--- config.mk ---
export PLATFORM = sky130hd
export DESIGN_NAME = cad_decoder
export DESIGN_NICKNAME = d
export VERILOG_FILES = /design/src/rtl/cad_pkg.sv /design/src/rtl/cad_decoder.sv
export SDC_FILE = /design/constraint.sdc
export NUM_CORES = 1
export LEC_CHECK = 0
export ABC_CLOCK_PERIOD_IN_PS = 6000
export BUFFER_PORTS_ARGS = -buffer_cell sky130_fd_sc_hd__buf_2
export CAP_MARGIN = 5
export CORE_ASPECT_RATIO = 1.25
export CORE_MARGIN = 2
export CORE_UTILIZATION = 65
export CTS_CLUSTER_SIZE = 30
export DETAILED_ROUTE_END_ITERATION = 8
export PLACE_DENSITY = 0.92
export SYNTH_ARGS = -nofsm -noshare
export SYNTH_HDL_FRONTEND = slang
export SYNTH_SLANG_ARGS = --single-unit
--- constraint.sdc ---
create_clock -name clk_i -period 6 [get_ports clk_i]
set_input_delay 0.6 -clock clk_i [delete_from_list [all_inputs] [get_ports clk_i]]
set_output_delay 0.6 -clock clk_i [all_outputs]
set_load 0.03 [all_outputs]
--- src/rtl/cad_pkg.sv ---
// Constants and types for the core addressing decoder
// Overview of operation
// - One-instruction bit set/clear; carry takes old bit
// - Six-entry 12-bit return stack, calls and interrupts
// - Data space holds accumulator, pointers, registers, RAM
// - Immediate operand is the next program byte
// - Direct mode: next byte is data address
// - Short direct: opcode picks 80h..83h register
// - Extended: opcode low nibble joins next byte
// - Relative branches reach -15 to +16
// - Relative opcode: test, direction, 4-bit magnitude
// - False condition falls through to next instruction
// - Bit direct: opcode bit, next byte address
// - Bit test branch: three bytes, 8-bit displacement
// - Indirect: opcode bit 4 picks pointer 80h/81h
// - Inherent instructions are one byte
// - Opcodes sorted into five instruction groups
// - Load/store one to three bytes, accumulator operand
// - Immediate-to-register load bypasses the accumulator
// - Load/store four cycles; zero flag except immediate-to-register, carry kept
`default_nettype none
package cad_pkg;
    // Widths
    localparam int PC_W   = 12;            // Program address width
    localparam int SP_W   = 3;             // Stack index width
    localparam int SP_MAX = 8;             // Largest depth SP_W serves
    localparam logic [PC_W-1:0] RESET_PC = 12'h000; // Start address
    localparam logic [PC_W-1:0] PC_ONE   = 12'h001; // Address step
    // Data space map
    localparam logic [7:0] SHORT_BASE = 8'h80;  // Four short registers
    localparam logic [7:0] PTR_BASE   = 8'h80;  // Pointer pair base
    localparam logic [7:0] ACC_ADDR   = 8'hff;  // Accumulator location
    // Opcode classes, bits 7:5
    localparam logic [2:0] CLS_EXT  = 3'h4;     // Far branch and call
    localparam logic [2:0] CLS_BIT  = 3'h5;     // Bit direct and bit test
    localparam logic [2:0] CLS_LOAD = 3'h6;     // Load and store
    localparam logic [2:0] CLS_INH  = 3'h7;     // Inherent control
    // Load modes, bits 3:2
    localparam logic [1:0] LM_SHORT = 2'h0;     // Short direct
    localparam logic [1:0] LM_DIR   = 2'h1;     // Direct
    localparam logic [1:0] LM_IND   = 2'h2;     // Indirect
    localparam logic [1:0] LM_IMM   = 2'h3;     // Immediate
    // Inherent operations, bits 4:0
    localparam logic [4:0] INH_RET  = 5'h01;    // Return from call
    // Byte counts
    localparam logic [1:0] LEN_ONE   = 2'h1;    // One byte
    localparam logic [1:0] LEN_TWO   = 2'h2;    // Two bytes
    localparam logic [1:0] LEN_THREE = 2'h3;    // Three bytes
    // Cycle counts per instruction kind
    localparam logic [2:0] CYC_LDST = 3'h4;     // Load and store
    localparam logic [2:0] CYC_REL  = 3'h2;     // Relative branch
    localparam logic [2:0] CYC_BTB  = 3'h5;     // Bit test and branch
    localparam logic [2:0] CYC_BIT  = 3'h4;     // Bit set or clear
    localparam logic [2:0] CYC_EXT  = 3'h4;     // Far branch and call
    localparam logic [2:0] CYC_INH  = 3'h2;     // Inherent control
    // Instruction groups
    localparam logic [2:0] GRP_LDST   = 3'h0;   // Load and store
    localparam logic [2:0] GRP_BRANCH = 3'h2;   // Conditional branch
    localparam logic [2:0] GRP_CTRL   = 3'h3;   // Control
    localparam logic [2:0] GRP_JUMP   = 3'h4;   // Jump and call
    localparam logic [2:0] GRP_BITOP  = 3'h5;   // Bit manipulation
    // Sequencer states, Gray along the usual path
    typedef enum logic [2:0] {
        S_FETCH = 3'b000,
        S_B2    = 3'b001,
        S_B3    = 3'b011,
        S_DATA  = 3'b010,
        S_EXEC  = 3'b110,
        S_PAD   = 3'b111,
        S_PTR   = 3'b100
    } cad_state_t;
endpackage
`default_nettype wire

--- src/rtl/cad_decoder.sv ---
// Instruction decode, operand addressing and sequencing of the core
`timescale 1ns/1ps
`default_nettype none
module cad_decoder #(
    parameter int                      STACK_DEPTH = 6,       // Stack levels
    parameter logic [cad_pkg::PC_W-1:0] INT_VEC    = 12'h010  // Int target
) (
    input  wire logic                     clk_i,        // Core clock
    input  wire logic                     sys_rst_i,    // Sync reset
    input  wire logic [7:0]               prog_data_i,  // Program byte
    input  wire logic [7:0]               data_rdata_i, // Data read byte
    input  wire logic                     int_req_i,    // Interrupt level
    output logic [cad_pkg::PC_W-1:0]      prog_addr_o,  // Program address
    output logic [7:0]                    data_addr_o,  // Data address
    output logic                          data_rd_o,    // Data read strobe
    output logic                          data_we_o,    // Data write pulse
    output logic [7:0]                    data_wdata_o, // Data write byte
    output logic [7:0]                    acc_o,        // Accumulator
    output logic                          zero_o,       // Zero flag
    output logic                          carry_o,      // Carry flag
    output logic                          instr_done_o, // Instruction end
    output logic                          int_ack_o,    // Interrupt taken
    output logic [2:0]                    grp_o         // Current group
);
    import cad_pkg::*;

    // Refuse stack depths the index cannot hold
    if (STACK_DEPTH < 1 || STACK_DEPTH > SP_MAX) begin : g_bad_depth
        $error("cad_decoder: STACK_DEPTH out of range");
    end

    ////////////////////////////////////////////////////////////////////////
    // State
    cad_state_t       st_reg, st_next;          // Sequencer
    logic [PC_W-1:0]  pc_reg, pc_next;          // Program counter
    logic [PC_W-1:0]  ia_reg;                   // Address of opcode
    logic [7:0]       op_reg, b2_reg, b3_reg;   // Instruction bytes
    logic [7:0]       opnd_reg;                 // Data operand
    logic [7:0]       acc_reg, acc_next;        // Accumulator
    logic [7:0]       addr_reg, addr_next;      // Data address
    logic [7:0]       wdata_reg;                // Write byte
    logic             z_reg, z_next;            // Zero flag
    logic             c_reg, c_next;            // Carry flag
    logic             rd_reg, we_reg;           // Data strobes
    logic             done_reg, ack_reg;        // Event pulses
    logic [2:0]       cnt_reg, cnt_next;        // Cycle in instruction
    logic [2:0]       grp_reg;                  // Group of opcode
    logic [SP_W-1:0]  sp_reg, sp_next;          // Next free stack slot
    logic [PC_W-1:0]  stk_mem [STACK_DEPTH];    // Return stack

    ////////////////////////////////////////////////////////////////////////
    // Opcode decode
    wire logic       in_fetch = st_reg == S_FETCH;        // Opcode cycle
    wire logic       in_exec  = st_reg == S_EXEC;         // Effect cycle
    wire logic       take_int = in_fetch & int_req_i;     // Interrupt entry
    wire logic [7:0] op_w     = in_fetch ? prog_data_i : op_reg;
    wire logic [2:0] cls_w    = op_w[7:5];                // Opcode class
    wire logic       is_rel   = ~cls_w[2];
    wire logic       is_ext   = cls_w == CLS_EXT;
    wire logic       is_bit   = cls_w == CLS_BIT;
    wire logic       is_load  = cls_w == CLS_LOAD;
    wire logic       is_inh   = cls_w == CLS_INH;
    wire logic [1:0] lmode    = op_w[3:2];                // Load mode
    wire logic [1:0] bsub     = op_w[4:3];                // Bit sub-op
    wire logic       bit_test = is_bit & bsub[1];
    wire logic       ld_dir   = is_load & (lmode == LM_DIR);
    wire logic       ld_imm   = is_load & (lmode == LM_IMM);
    wire logic       ldi_reg  = ld_imm & op_w[4];
    wire logic       ld_ind   = is_load & (lmode == LM_IND);
    wire logic       ld_short = is_load & (lmode == LM_SHORT);
    // Store direction: bit 0 for indirect, bit 4 otherwise
    wire logic       ld_store = is_load & ~ld_imm
                                & (ld_ind ? op_w[0] : op_w[4]);

    // Byte count per mode
    wire logic       two_byte = is_ext | (is_bit & ~bit_test) | ld_dir
                                | (ld_imm & ~ldi_reg);
    wire logic [1:0] len_w    = two_byte ? LEN_TWO
                              : (bit_test | ldi_reg) ? LEN_THREE
                              : LEN_ONE;
    // Data operand must be read before the effect cycle
    wire logic       need_rd  = is_bit | (is_load & ~ld_imm & ~ld_store);
    // Cycles per instruction kind
    wire logic [2:0] cyc_w    = is_load  ? CYC_LDST
                              : is_rel   ? CYC_REL
                              : bit_test ? CYC_BTB
                              : is_bit   ? CYC_BIT
                              : is_ext   ? CYC_EXT
                              : CYC_INH;
    wire logic       last_w   = (cnt_reg + 3'h1) == cyc_w;
    wire logic       b2_addr  = is_bit | ldi_reg | ld_dir; // Byte 2 is addr
    // Instruction group
    wire logic [2:0] grp_w    = is_load ? GRP_LDST
                              : (is_rel | bit_test) ? GRP_BRANCH
                              : is_bit ? GRP_BITOP
                              : is_ext ? GRP_JUMP
                              : GRP_CTRL;

    ////////////////////////////////////////////////////////////////////////
    // Operands and targets
    // Accumulator is answered internally at its data address
    wire logic [7:0] rd_val  = (addr_reg == ACC_ADDR) ? acc_reg
                             : data_rdata_i;
    wire logic       rel_flg = cls_w[1] ? c_reg : z_reg;   // Tested flag
    wire logic       rel_ok  = rel_flg == cls_w[0];
    wire logic [PC_W-1:0] mag_w = {{(PC_W-4){1'b0}}, op_reg[3:0]};
    // Forward lands 1..16 ahead, backward 0..15 behind
    wire logic [PC_W-1:0] rel_tgt = op_reg[4] ? ia_reg - mag_w
                                  : ia_reg + PC_ONE + mag_w;
    wire logic [2:0] bit_num = op_reg[2:0];
    wire logic       bit_old = opnd_reg[bit_num];
    wire logic [7:0] bit_msk = 8'h01 << bit_num;
    wire logic [7:0] bit_new = bsub[0] ? (opnd_reg & ~bit_msk)
                             : (opnd_reg | bit_msk);
    wire logic       btb_ok  = bit_old == bsub[0];         // Tested sense
    wire logic [PC_W-1:0] disp_w = {{(PC_W-8){b3_reg[7]}}, b3_reg};
    wire logic [PC_W-1:0] btb_tgt = ia_reg + PC_ONE + disp_w;
    wire logic [PC_W-1:0] ext_tgt = {op_reg[3:0], b2_reg};

    ////////////////////////////////////////////////////////////////////////
    // Stack control
    wire logic do_call = in_exec & is_ext & op_reg[4];     // Call pushes
    wire logic do_ret  = in_exec & is_inh & (op_reg[4:0] == INH_RET);
    wire logic push    = do_call | take_int;
    wire logic [SP_W-1:0] sp_last = SP_W'(STACK_DEPTH - 1);
    wire logic [SP_W-1:0] sp_inc  = (sp_reg == sp_last) ? '0
                                  : sp_reg + SP_W'(1);
    wire logic [SP_W-1:0] sp_dec  = (sp_reg == '0) ? sp_last
                                  : sp_reg - SP_W'(1);
    wire logic [PC_W-1:0] stk_top = stk_mem[sp_dec];
    assign sp_next = push ? sp_inc : do_ret ? sp_dec : sp_reg;

    ////////////////////////////////////////////////////////////////////////
    // Effects of the execute cycle
    wire logic       we_exec = in_exec & ((is_bit & ~bit_test) | ld_store
                                          | ldi_reg);
    wire logic [7:0] wval    = is_bit ? bit_new
                             : ldi_reg ? b3_reg : acc_reg;
    wire logic       wr_acc  = we_exec & (addr_reg == ACC_ADDR);
    wire logic       ld_acc  = in_exec & is_load & ~ld_store & ~ldi_reg;
    wire logic [7:0] ld_val  = ld_imm ? b2_reg : opnd_reg;
    wire logic       z_upd   = in_exec & is_load & ~ldi_reg;
    assign acc_next = ld_acc ? ld_val : wr_acc ? wval : acc_reg;
    // Zero from the byte moved; immediate-to-register leaves flags
    assign z_next   = z_upd ? (ld_store ? (acc_reg == 8'h00)
                                        : (ld_val == 8'h00))
                    : z_reg;
    assign c_next   = (in_exec & is_bit) ? bit_old : c_reg;

    // Program counter selection
    wire logic byte_cyc = in_fetch | (st_reg == S_B2) | (st_reg == S_B3);
    assign pc_next = take_int ? INT_VEC
                   : byte_cyc ? pc_reg + PC_ONE
                   : ~in_exec ? pc_reg
                   : is_rel ? (rel_ok ? rel_tgt : pc_reg)
                   : bit_test ? (btb_ok ? btb_tgt : pc_reg)
                   : is_ext ? ext_tgt
                   : do_ret ? stk_top : pc_reg;

    // Data address selection
    assign addr_next =
        (in_fetch & ld_short) ? (SHORT_BASE | {6'h00, op_w[1:0]})
      : (in_fetch & ld_ind) ? (PTR_BASE | {7'h00, op_w[4]})
      : ((st_reg == S_B2) & b2_addr) ? prog_data_i
      : (st_reg == S_PTR) ? rd_val
      : addr_reg;

    ////////////////////////////////////////////////////////////////////////
    // Next state
    always_comb begin
        case (st_reg)
            S_FETCH: begin
                if (take_int)
                    st_next = S_FETCH;
                else if (len_w != LEN_ONE)
                    st_next = S_B2;
                else if (ld_ind)
                    st_next = S_PTR;
                else
                    st_next = need_rd ? S_DATA : S_EXEC;
            end
            S_B2: begin
                if (len_w == LEN_THREE)
                    st_next = S_B3;
                else
                    st_next = need_rd ? S_DATA : S_EXEC;
            end
            S_B3, S_PTR: st_next = need_rd ? S_DATA : S_EXEC;
            S_DATA:      st_next = S_EXEC;
            S_EXEC, S_PAD: st_next = last_w ? S_FETCH : S_PAD;
            default:     st_next = S_FETCH;
        endcase
    end
    assign cnt_next = (st_next == S_FETCH) ? 3'h0 : cnt_reg + 3'h1;

    ////////////////////////////////////////////////////////////////////////
    // Sequencer and program state
    always_ff @(posedge clk_i) begin
        if (sys_rst_i) begin
            st_reg  <= S_FETCH;
            cnt_reg <= 3'h0;
            pc_reg  <= RESET_PC;
            sp_reg  <= '0;
        end else begin
            st_reg  <= st_next;
            cnt_reg <= cnt_next;
            pc_reg  <= pc_next;
            sp_reg  <= sp_next;
        end
    end

    // Instruction bytes and operand capture
    always_ff @(posedge clk_i) begin
        if (sys_rst_i) begin
            {op_reg, b2_reg, b3_reg, opnd_reg} <= 32'h0000_0000;
            {ia_reg, grp_reg} <= {RESET_PC, GRP_CTRL};
        end else begin
            if (in_fetch & ~int_req_i) begin
                op_reg  <= prog_data_i;
                ia_reg  <= pc_reg;
                grp_reg <= grp_w;
            end
            if (st_reg == S_B2)
                b2_reg <= prog_data_i;
            if (st_reg == S_B3)
                b3_reg <= prog_data_i;
            if (st_reg == S_DATA)
                opnd_reg <= rd_val;
        end
    end

    // Data side, flags and pulses
    always_ff @(posedge clk_i) begin
        if (sys_rst_i) begin
            {acc_reg, addr_reg, wdata_reg} <= 24'h00_0000;
            {z_reg, c_reg, rd_reg, we_reg, done_reg, ack_reg} <= 6'h00;
        end else begin
            acc_reg  <= acc_next;
            addr_reg <= addr_next;
            z_reg    <= z_next;
            c_reg    <= c_next;
            rd_reg   <= (st_next == S_PTR) | (st_next == S_DATA);
            we_reg   <= we_exec & ~wr_acc;
            done_reg <= ~in_fetch & (st_next == S_FETCH);
            ack_reg  <= take_int;
            if (we_exec)
                wdata_reg <= wval;
        end
    end

    // Return stack storage
    always_ff @(posedge clk_i) begin
        if (push)
            stk_mem[sp_reg] <= pc_reg;
    end

    assign prog_addr_o  = pc_reg;
    assign data_addr_o  = addr_reg;
    assign data_rd_o    = rd_reg;
    assign data_we_o    = we_reg;
    assign data_wdata_o = wdata_reg;
    assign acc_o        = acc_reg;
    assign zero_o       = z_reg;
    assign carry_o      = c_reg;
    assign instr_done_o = done_reg;
    assign int_ack_o    = ack_reg;
    assign grp_o        = grp_reg;
endmodule
`default_nettype wire

==> results.md, run 1 <==
- For this design the static power due to leakage is 4.054 nW.
- The top layer used by detailed routing is met4.
- The core region is 0.01483 mm2.
- The final max-slew violation count is 0.
- The TritonCTS clock tree is yes.
- Walking the worst path, the cells encountered are or3_1 > mux2i_4 > nand2b_4 > o31a_1 > or2_1 > nor3_1 > buf_4.
- The worst setup path is launched from a flop.
- The switching power is 1.909 mW.
- The routed layout has 8771 vias.
- The largest individual stage delay along the critical path comes from the cell or3_1.
- The number of storage elements in the synthesis netlist is 170.
- The cell area after technology mapping is 0.009776 mm2.
- The antenna diode count is 0.
- The data arrival time of the worst path is 4.24 ns.
- Across the routed clock network, the largest skew measured is 0.009170 ns.
- The distinct cell type count after synthesis is 82.
- Summed over all layers, the routed wires come to 28390 um.
- In this run the deepest clock path goes through 2 buffers.
- The via count of the first global-routing pass is 8322.
- The smallest hold slack is 0.4767 ns.
- The clock group share of total power is 24.3%.
- The first detailed-routing pass took 6 iterations.
- The net count of the finished layout is 1104.
- Data on the critical path is required at its endpoint by 6.14 ns.
- The mean number of vias per cell is 6.989.
- On the worst path, the slowest cell contributes a delay of 0.83 ns.
- During I/O placement, the number of pins put on the boundary was 64.
- The cell count after synthesis is 1036.
- The sink count of the clock tree is 170.
- The synthesized design contains 72 enable-type register cells.
- For this run, design rule violations remaining after detail routing come to 0.
- Setup violations remaining at the end of the flow were counted as 0.
- The prevailing post-synth register cell is dfxtp_1.
- The internal power consumption is 2.677 mW.
- In this run, post-CTS hold repair placed 0 buffers.
- The die boundary width is 113.7 um.
- The family of cells with the greatest summed delay on the critical path is simple AND/OR/NAND/NOR gates.
- The met3 layer wire length in the routed design is 3270 um.
- Setup repair after global routing left no endpoint under its margin.
- In this run the core area contains 50 standard-cell rows.
- The die is 141.1 um tall.
- Timing would allow up to 0.2434 GHz.
- The total routed wire length on the met1 layer is 10250 um.
- The total nets after synthesis is 1080.
- Combinational logic burns 38.3% of the power.
- The flip-flop count of the largest register, all copies and words added is 72.
- The setup path with the least slack is of type reg2reg.
- Summed over all nets, the half-perimeter wirelength after detailed placement is 19960 um.
- The H-tree generated during clock tree synthesis spans 4 levels.
- The share of the cycle needed by the critical path after routing is 68.47%.
- During placement, the flow inserted port buffers numbering 63.
- The area added between synthesis and finish is 9.151%.
- In this run, the number of DRC markers left after iteration 0 of detailed routing was 1398.
- TritonCTS created 17 clock buffers.
- The number of buffers and inverters on the critical path is 1.
- The maximum VDD drop is 0.2455 mV.
- After routing, the total negative slack on setup checks comes to 0 ns.
- For this run, the number of Yosys warnings is 0.
- The minimum clock period after layout is 4.108 ns.
- The worst hold path belongs to the class in2reg.
- Per report_power, the sequential group accounts for 37.4% of the total.
- The largest net degree at the start of global routing is 79.
- The slew at the pin closest to its max-slew limit is 1.149 ns.
- In the detailed route, the total length drawn on met2 is 13040 um.
- The run finished with clean final reports.
- The final standard cell utilization of the core is 71.97%.
- Clock tree synthesis selected as its root buffer the cell clkbuf_16.
- Global routing used 36.26% of the available tracks across all layers.
- The register area share after synthesis is 42.19%.
- The first global-routing pass estimated 44800 um of wire.
- The count of instances resized after the clock tree is built is 0.
- In this run the worst path has a maximum fanout of 19.
- Clock-pin slew was measured on the worst setup and hold paths at 0.07 ns.
- The die covers 0.01604 mm2.
- For this design the ratio of total power to cell area is 429.7 mW/mm2.
- The detail route stage leaves a number of antenna-violating nets equal to 0.
- The fraction of synthesis flops using an asynchronous set or reset pin is 0%.
- The detailed-route wire length per cell is 22.62 um.
- The switching share of power is 41.63%.
- The effective utilization at floorplan is 65.93%.
- Across the run, the number of max-cap violations was 0.
- The share of final-layout standard cells stronger than drive strength 1 is 13.89%.
- The placer congestion estimate is 1.011.
- The final-report hold violation count is 0.
- At the later pin of the worst-skew pair, clock insertion delay measures 0.44 ns.
- The number of antenna violations at the first check in global routing is 0.
- The total congestion overflow after global routing is 0.
- The average cell area after synthesis is 9.436 um2.
- The normalized max-slew margin is 23.13%.
- Post-CTS timing repair inserted 0 buffers for setup.
- The worst setup path is captured at a flop.
power groups by stage:
stage          logic (mW)  registers [mW]  clock network [mW]
2_1_floorplan        1.26            1.68                   0
3_3_place_gp         1.65            1.71                   0
3_5_place_dp         1.69            1.72                   0
4_1_cts              1.71            1.70                1.11
5_1_grt              1.89            1.73                1.16
6_report             1.76            1.71                1.11
cells by family (layout without fill, tap and decap cells):
| kind of cell | count (synthesis) | count (layout) | synth area share, % |
|---|---|---|---|
| simple gates | 386 | 386 | 18.55 |
| compound gates | 235 | 235 | 16.38 |
| flops | 170 | 170 | 42.19 |
| mux | 96 | 96 | 11.74 |
| buf+inv | 81 | 118 | 3.865 |
| xor+xnor | 43 | 43 | 3.853 |
| fa+ha+maj | 25 | 25 | 3.430 |
cell usage in the layout (no fill, tap or decap), drive strengths merged, types with 11 or more instances in the layout:
cell	instances
ha	22
o21ai	35
edfxtp	72
dfxtp	98
nor3	36
clkbuf	22
nand3	24
nor4	13
nor2	118
buf	70
xnor2	29
a31oi	11
mux2	13
nand2b	11
mux4	11
inv	18
a211oi	22
nand2	118
mux2i	72
a21oi	71
xor2	14
o211ai	16
metrics by stage:
stage / cell area (um2) / worst slack, ns / total power, mW / instances
after CTS: 10670 / 1.971 / 4.512 / 1255
after floorplan: 9776 / 2.443 / 2.933 / 1036
after detailed placement: 10070 / 1.998 / 3.403 / 1223
after global routing: 10670 / 1.728 / 4.779 / 1255
after global placement: 10070 / 2.122 / 3.353 / 1223
final: 10670 / 1.892 / 4.585 / 1255
cell type report:
cell class | instances | area (um2)
flip-flops and latches | 170 | 4124
multi-input cells | 785 | 5293
inverters | 16 | 60.06
clock buffers | 22 | 496.7
repair buffers | 70 | 367.9
clock inverters | 10 | 101.3
well taps | 182 | 227.7
fillers | 1009 | 4156
synth_stat cells (7+ instances only):
master | count | area, um2
dfxtp_1 | 98 | 1962
nor3_1 | 35 | 175.2
a22oi_1 | 7 | 52.55
o211ai_1 | 16 | 120.1
a21oi_1 | 70 | 350.3
nor3b_1 | 7 | 52.55
mux2i_1 | 70 | 700.7
mux4_2 | 11 | 247.7
nor4_1 | 12 | 75.07
a21boi_0 | 7 | 52.55
ha_1 | 22 | 275.3
nor2b_1 | 7 | 43.79
inv_1 | 15 | 56.30
buf_6 | 7 | 78.83
nand2b_1 | 10 | 62.56
clkbuf_1 | 46 | 172.7
and2_1 | 10 | 62.56
nor2_1 | 118 | 442.9
a211oi_1 | 21 | 157.7
a31oi_1 | 11 | 68.82
nand3_1 | 24 | 120.1
o31ai_1 | 7 | 52.55
xnor2_1 | 29 | 254.0
nand2_1 | 118 | 442.9
edfxtp_1 | 72 | 2162
mux2_2 | 11 | 123.9
o21ai_0 | 34 | 170.2
buf_2 | 8 | 40.04
or3_1 | 8 | 50.05
and3_1 | 9 | 56.30
xor2_1 | 14 | 122.6
layer usage:
layer | GRT usage [%] | vias up
li1 | - | 3890
met1 | 45.56 | 4043
met2 | 57.55 | 659
met3 | 8.040 | 179
met4 | 21.18 | 0
met5 | 0 | -
worst paths after layout:
path	start	end	slack [ns]	depth (start not counted)
max	st_reg[1]	stk_mem[0][9]	1.89	7
min	prog_data_i[0]	op_reg[0]	0.48	3
max reg2reg	st_reg[1]	stk_mem[0][9]	1.89	7
min reg2reg	data_wdata_o[1]	data_wdata_o[1]	0.49	2
worst reg2reg max path: stages (launching register included):
cell	delay [ns]
dfxtp_1	0.62
or3_1	0.84
mux2i_4	0.49
nand2b_4	0.12
o31a_1	0.38
or2_1	0.34
nor3_1	0.71
buf_4	0.32
Note: power is estimated with default switching activity, not from simulation.
==> run 2: changes to the inputs <==
--- a/config.mk
+++ b/config.mk
@@ -5,15 +5,16 @@
 export SDC_FILE = /design/constraint.sdc
 export NUM_CORES = 1
 export LEC_CHECK = 0
-export ABC_CLOCK_PERIOD_IN_PS = 6000
+export ABC_AREA = 1
+export ABC_CLOCK_PERIOD_IN_PS = 3300
 export BUFFER_PORTS_ARGS = -buffer_cell sky130_fd_sc_hd__buf_2
 export CAP_MARGIN = 5
 export CORE_ASPECT_RATIO = 1.25
 export CORE_MARGIN = 2
-export CORE_UTILIZATION = 65
+export CORE_UTILIZATION = 56
 export CTS_CLUSTER_SIZE = 30
 export DETAILED_ROUTE_END_ITERATION = 8
-export PLACE_DENSITY = 0.92
+export PLACE_DENSITY = 0.84
 export SYNTH_ARGS = -nofsm -noshare
 export SYNTH_HDL_FRONTEND = slang
 export SYNTH_SLANG_ARGS = --single-unit
==> constraint.sdc (replaced) <==
create_clock -name clk_i -period 3.3 [get_ports clk_i]
set_input_delay 0.33 -clock clk_i [delete_from_list [all_inputs] [get_ports clk_i]]
set_output_delay 0.33 -clock clk_i [all_outputs]
set_load 0.03 [all_outputs]
==> run 2 against run 1 <==
- global-route usage decreased by 4.3 points
- die area increased by 16%
- non-clock buffer count increased by 17
- sequential share of layout area decreased by 1.1 points
- first-iteration DRC count decreased by 22%
- critical endpoint is now stk_mem[2][9]
==> results.md, run 2 <==
- The remaining routing DRC violations is 0 (unchanged).
- The global-route wire length before repair came to 46780 um (+4.4%).
- The clock insertion delay at the later pin of the skew report is 0.44 ns (about the same).
- The cell count of the worst hold path is 3 (unchanged).
- The normalized max-slew margin is 14.02% (-9.1 points).
- The worst register-to-register path ends at stk_mem[2][9].
- Walking the worst path, the cells encountered are inv_2 > nand2_8 > nand2_1 > nand2_4 > nand3_1 > inv_1 > a31oi_1 > inv_1 > nand3_1 > nor2_1.
- The distinct cell type count after synthesis is 51 (-38%).
- The effective utilization at floorplan came to 56.76% (-9.2 points).
- The mean number of vias per cell is 6.030 (-14%).
- The end of the worst hold path is b2_reg[1].
- The final routed wirelength across all metal layers came to 29670 um (+4.5%).
- The power density over the cells is 906.8 mW/mm2 (+110%).
- The final antenna-violating net count is 0 (unchanged).
- The number of nets in the finished design came to 1423 (+29%).
- The final max-slew violation count came to 0 (unchanged).
- The minimum clock period after layout came to 3.041 ns (-1.068 ns).
- The number of buffers created by CTS is 17 (unchanged).
- The leading area contributor after synthesis is edfxtp_1.
- The share of final-layout standard cells stronger than drive strength 1 is 11.85% (-2.0 points).
- The category of the worst setup path capture point is a flop.
- The total congestion overflow after global routing came to 0 (unchanged).
- The post-route clock skew is 0.01109 ns (+0.001919 ns).
- The area enclosed by the die boundary is 0.01868 mm2 (+16%).
- The aggregate negative setup slack is 0 ns (unchanged).
- The deepest clock path buffer count is 2 (unchanged).
- The count of cells along the worst register-to-register path was 10 (+3).
- The via count of the first global-routing pass was 9180 (+10%).
- The detailed-route wire length per cell is 18.36 um (-19%).
- The TritonCTS clock tree is yes.
- The number of buffers and inverters on the critical path is 3 (+2).
- The number of storage elements in the synthesis netlist was 170 (unchanged).
- The class of the most critical hold timing path is in2reg.
- The clock slew seen by the registers of the worst setup and hold paths is 0.08 ns (about the same).
- The most utilized layer in the global route result is met2.
- The cell count after synthesis is 1324 (+28%).
- The largest net degree at the start of global routing is 37 (-53%).
- The average cell area after synthesis came to 7.444 um2 (-21%).
- The data arrival time of the worst path is 3.09 ns (-1.15 ns).
- The share of the synthesized area in the top cell type was 21.94% (-0.18 points).
- In this run the most critical hold path is launched from prog_data_i[1].
- The commonest cells after synthesis are 309 x nand2_1, 127 x a21oi_1, 127 x inv_1.
- The placer congestion estimate was 1.011 (about the same).
- The height of the chip was 152.3 um (+7.9%).
- The total of max-cap violations is 0 (unchanged).
- The number of violations reported at the end of detailed-routing iteration 0 was 1084 (-22%).
- The aggregate global-route resource usage is 31.99% (-4.3 points).
- From synthesis to final layout, the design area changed by 11.56%.
- The die boundary width is 122.7 um (+7.9%).
- The final-report setup violation count is 0 (unchanged).
- The sink count of the clock tree is 170 (unchanged).
- The critical path class is reg2reg.
- The delay of the slowest cell on the worst path is 0.97 ns (+0.14 ns).
- Leaving out fill and tap cells, the most frequent cell in the layout is nand2_1.
- The cell at the slowest stage of the critical path is nor2_1.
- The placed wire-length estimate after detailed placement is 21770 um (+9.1%).
- Setup repair after global routing left no endpoint under its margin.
- The flip-flop count of the largest register, all copies and words added was 72 (unchanged).
- The fraction of synthesis flops using an asynchronous set or reset pin is 0% (unchanged).
- The antenna diode count is 0 (unchanged).
- The top cell types in the final layout, fill and taps aside, are 309 x nand2_1, 127 x inv_1, 127 x a21oi_1, 123 x o21ai_0, 114 x nand3_1.
- The met2 usage is 54.92% (-2.6 points).
- The number of antenna violations at the first check in global routing is 0 (unchanged).
- The total of warnings raised by yosys is 0 (unchanged).
- The H-tree depth is 4 (unchanged).
- The number of synthesized flops with an enable pin is 72 (unchanged).
- The final-report hold violation count is 0 (unchanged).
- The vias after detailed routing was 9744 (+11%).
- The register-to-register setup slack is 0.26 ns (-1.63 ns).
- The total nets after synthesis is 1368 (+27%).
- The site row count is 54 (+8.0%).
- The number of detailed-route iterations in the first pass is 6 (unchanged).
- The met1 usage is 37.65% (-7.9 points).
- The worst path required time was 3.35 ns (-2.79 ns).
- The top achievable clock speed is 0.3289 GHz (+35%).
- The maximum VDD drop is 0.4752 mV (+94%).
- The reg-to-reg startpoint is st_reg[2].
- The cell sitting at the root of the clock tree is a clkbuf_16.
- The overall power of the completed layout is 9.971 mW (+120%).
- Among all cell types in the netlist, the one instantiated most often is nand2_1.
- The largest fanout on the critical path came to 19 (unchanged).
- The share of the cycle needed by the critical path after routing was 92.14% (+24 points).
- The register area share after synthesis is 41.84% (-0.34 points).
- The prevailing post-synth register cell is dfxtp_1.
- The boundary pin count is 64 (unchanged).
- The cell area after technology mapping was 0.009856 mm2 (+0.82%).
- The met3 track utilization from global routing is 5.277% (-2.8 points).
- The slew at the pin closest to its max-slew limit is 1.285 ns (+0.1362 ns).
- The post-CTS setup-driven buffer insertion count is 0 (unchanged).
- The static power due to leakage is 4.865 nW (+20%).
- The number of input and output port buffers inserted is 63 (unchanged).
- The worst setup path is launched from a flop.
- After synthesis, the cell types taking the most area are edfxtp_1 22%, dfxtp_1 20%, nand2_1 12%.
- The core footprint came to 0.01736 mm2 (+17%).
- The run finished with clean final reports.
- The cell family contributing the most delay on the critical path is simple AND/OR/NAND/NOR gates.
==> run 2: cell count changes after synthesis, sizes merged, moves of 11 or more <==
cell	previous run	this run
xnor2	29	6
clkbuf	46	32
mux4	11	0
a211oi	22	3
mux2i	72	2
o21ai	35	127
nand2	118	326
inv	15	134
nand3	24	117
nor3	36	18
a21oi	71	127
==> run 2: through the flow <==
step / instance area, um2 / std cells / util (%) / setup slack (ns) / hold slack, ns
finish: 11000 / 1616 / 63.32 / 0.2594 / 0.2017
global route: 11000 / 1616 / 63.32 / 0.06051 / 0.2179
CTS: 10990 / 1616 / 63.29 / 0.2221 / 0.2003
detailed placement: 10410 / 1584 / 59.95 / 0.2908 / 0.4660
global placement: 10410 / 1584 / 59.95 / 0.2950 / 0.4711
floorplan: 9856 / 1324 / - / 0.4289 / 0.4358
==> run 2: how the worst max path moves through the flow <==
| stage | from | endpoint | cells past startpoint | slack (ns) |
|---|---|---|---|---|
| after floorplan | st_reg[1] | stk_mem[0][0] | 8 | 0.43 |
| after global placement | ia_reg[1] | prog_addr_o[7] | 14 | 0.30 |
| after detailed placement | ia_reg[1] | prog_addr_o[7] | 14 | 0.29 |
| after CTS | ia_reg[1] | prog_addr_o[7] | 14 | 0.22 |
| after global routing | st_reg[2] | stk_mem[2][8] | 10 | 0.06 |
| final | st_reg[2] | stk_mem[2][9] | 10 | 0.26 |
==> run 2: worst min-delay path: stages <==
cell and delay (ns):
buf_2 0.09, o21ai_0 0.07, a21oi_1 0.11
==> run 2: repair_timing <==
item                                   4_1_cts  5_1_grt
resized for setup                            0        3
endpoints found under the hold margin        0        0
setup endpoints to repair                    0        3
hold buffers                                 0        0
==> run 2: cell type report <==
| class | count | area (um2) |
|---|---|---|
| Timing Repair Buffer | 87 | 508.0 |
| Inverter | 134 | 508.0 |
| Sequential cell | 170 | 4124 |
| Multi-Input combinational cell | 969 | 4996 |
| Clock inverter | 15 | 153.9 |
| Clock buffer | 17 | 425.4 |
| Tap cell | 224 | 280.3 |
| Fill cell | 1508 | 6369 |
==> run 2: layer usage <==
layer | up-vias | routed length, um
met2 | 543 | 14910
met1 | 4444 | 10680
li1 | 4617 | -
met5 | - | 0
met3 | 140 | 2430
met4 | 0 | 1644
==> run 2: cells by family (layout without fill, tap and decap cells) <==
| family | Yosys count | in the layout | synth area share, % |
|---|---|---|---|
| AOI/OAI and AO/OA | 315 | 315 | 17.67 |
| xor gates and xnor gates | 21 | 21 | 1.866 |
| buffers and inverters | 185 | 253 | 7.617 |
| adders and majority gates | 25 | 25 | 3.402 |
| muxes | 5 | 5 | 0.5459 |
| DFF | 170 | 170 | 41.84 |
| and+or+nand+nor | 603 | 603 | 27.05 |
==> run 2: where the power goes <==
| group | switching [mW] | total (mW) | internal, mW |
|---|---|---|---|
| registers | 0.475 | 3.15 | 2.67 |
| logic | 3.37 | 4.86 | 1.49 |
| clock network | 0.957 | 1.97 | 1.01 |
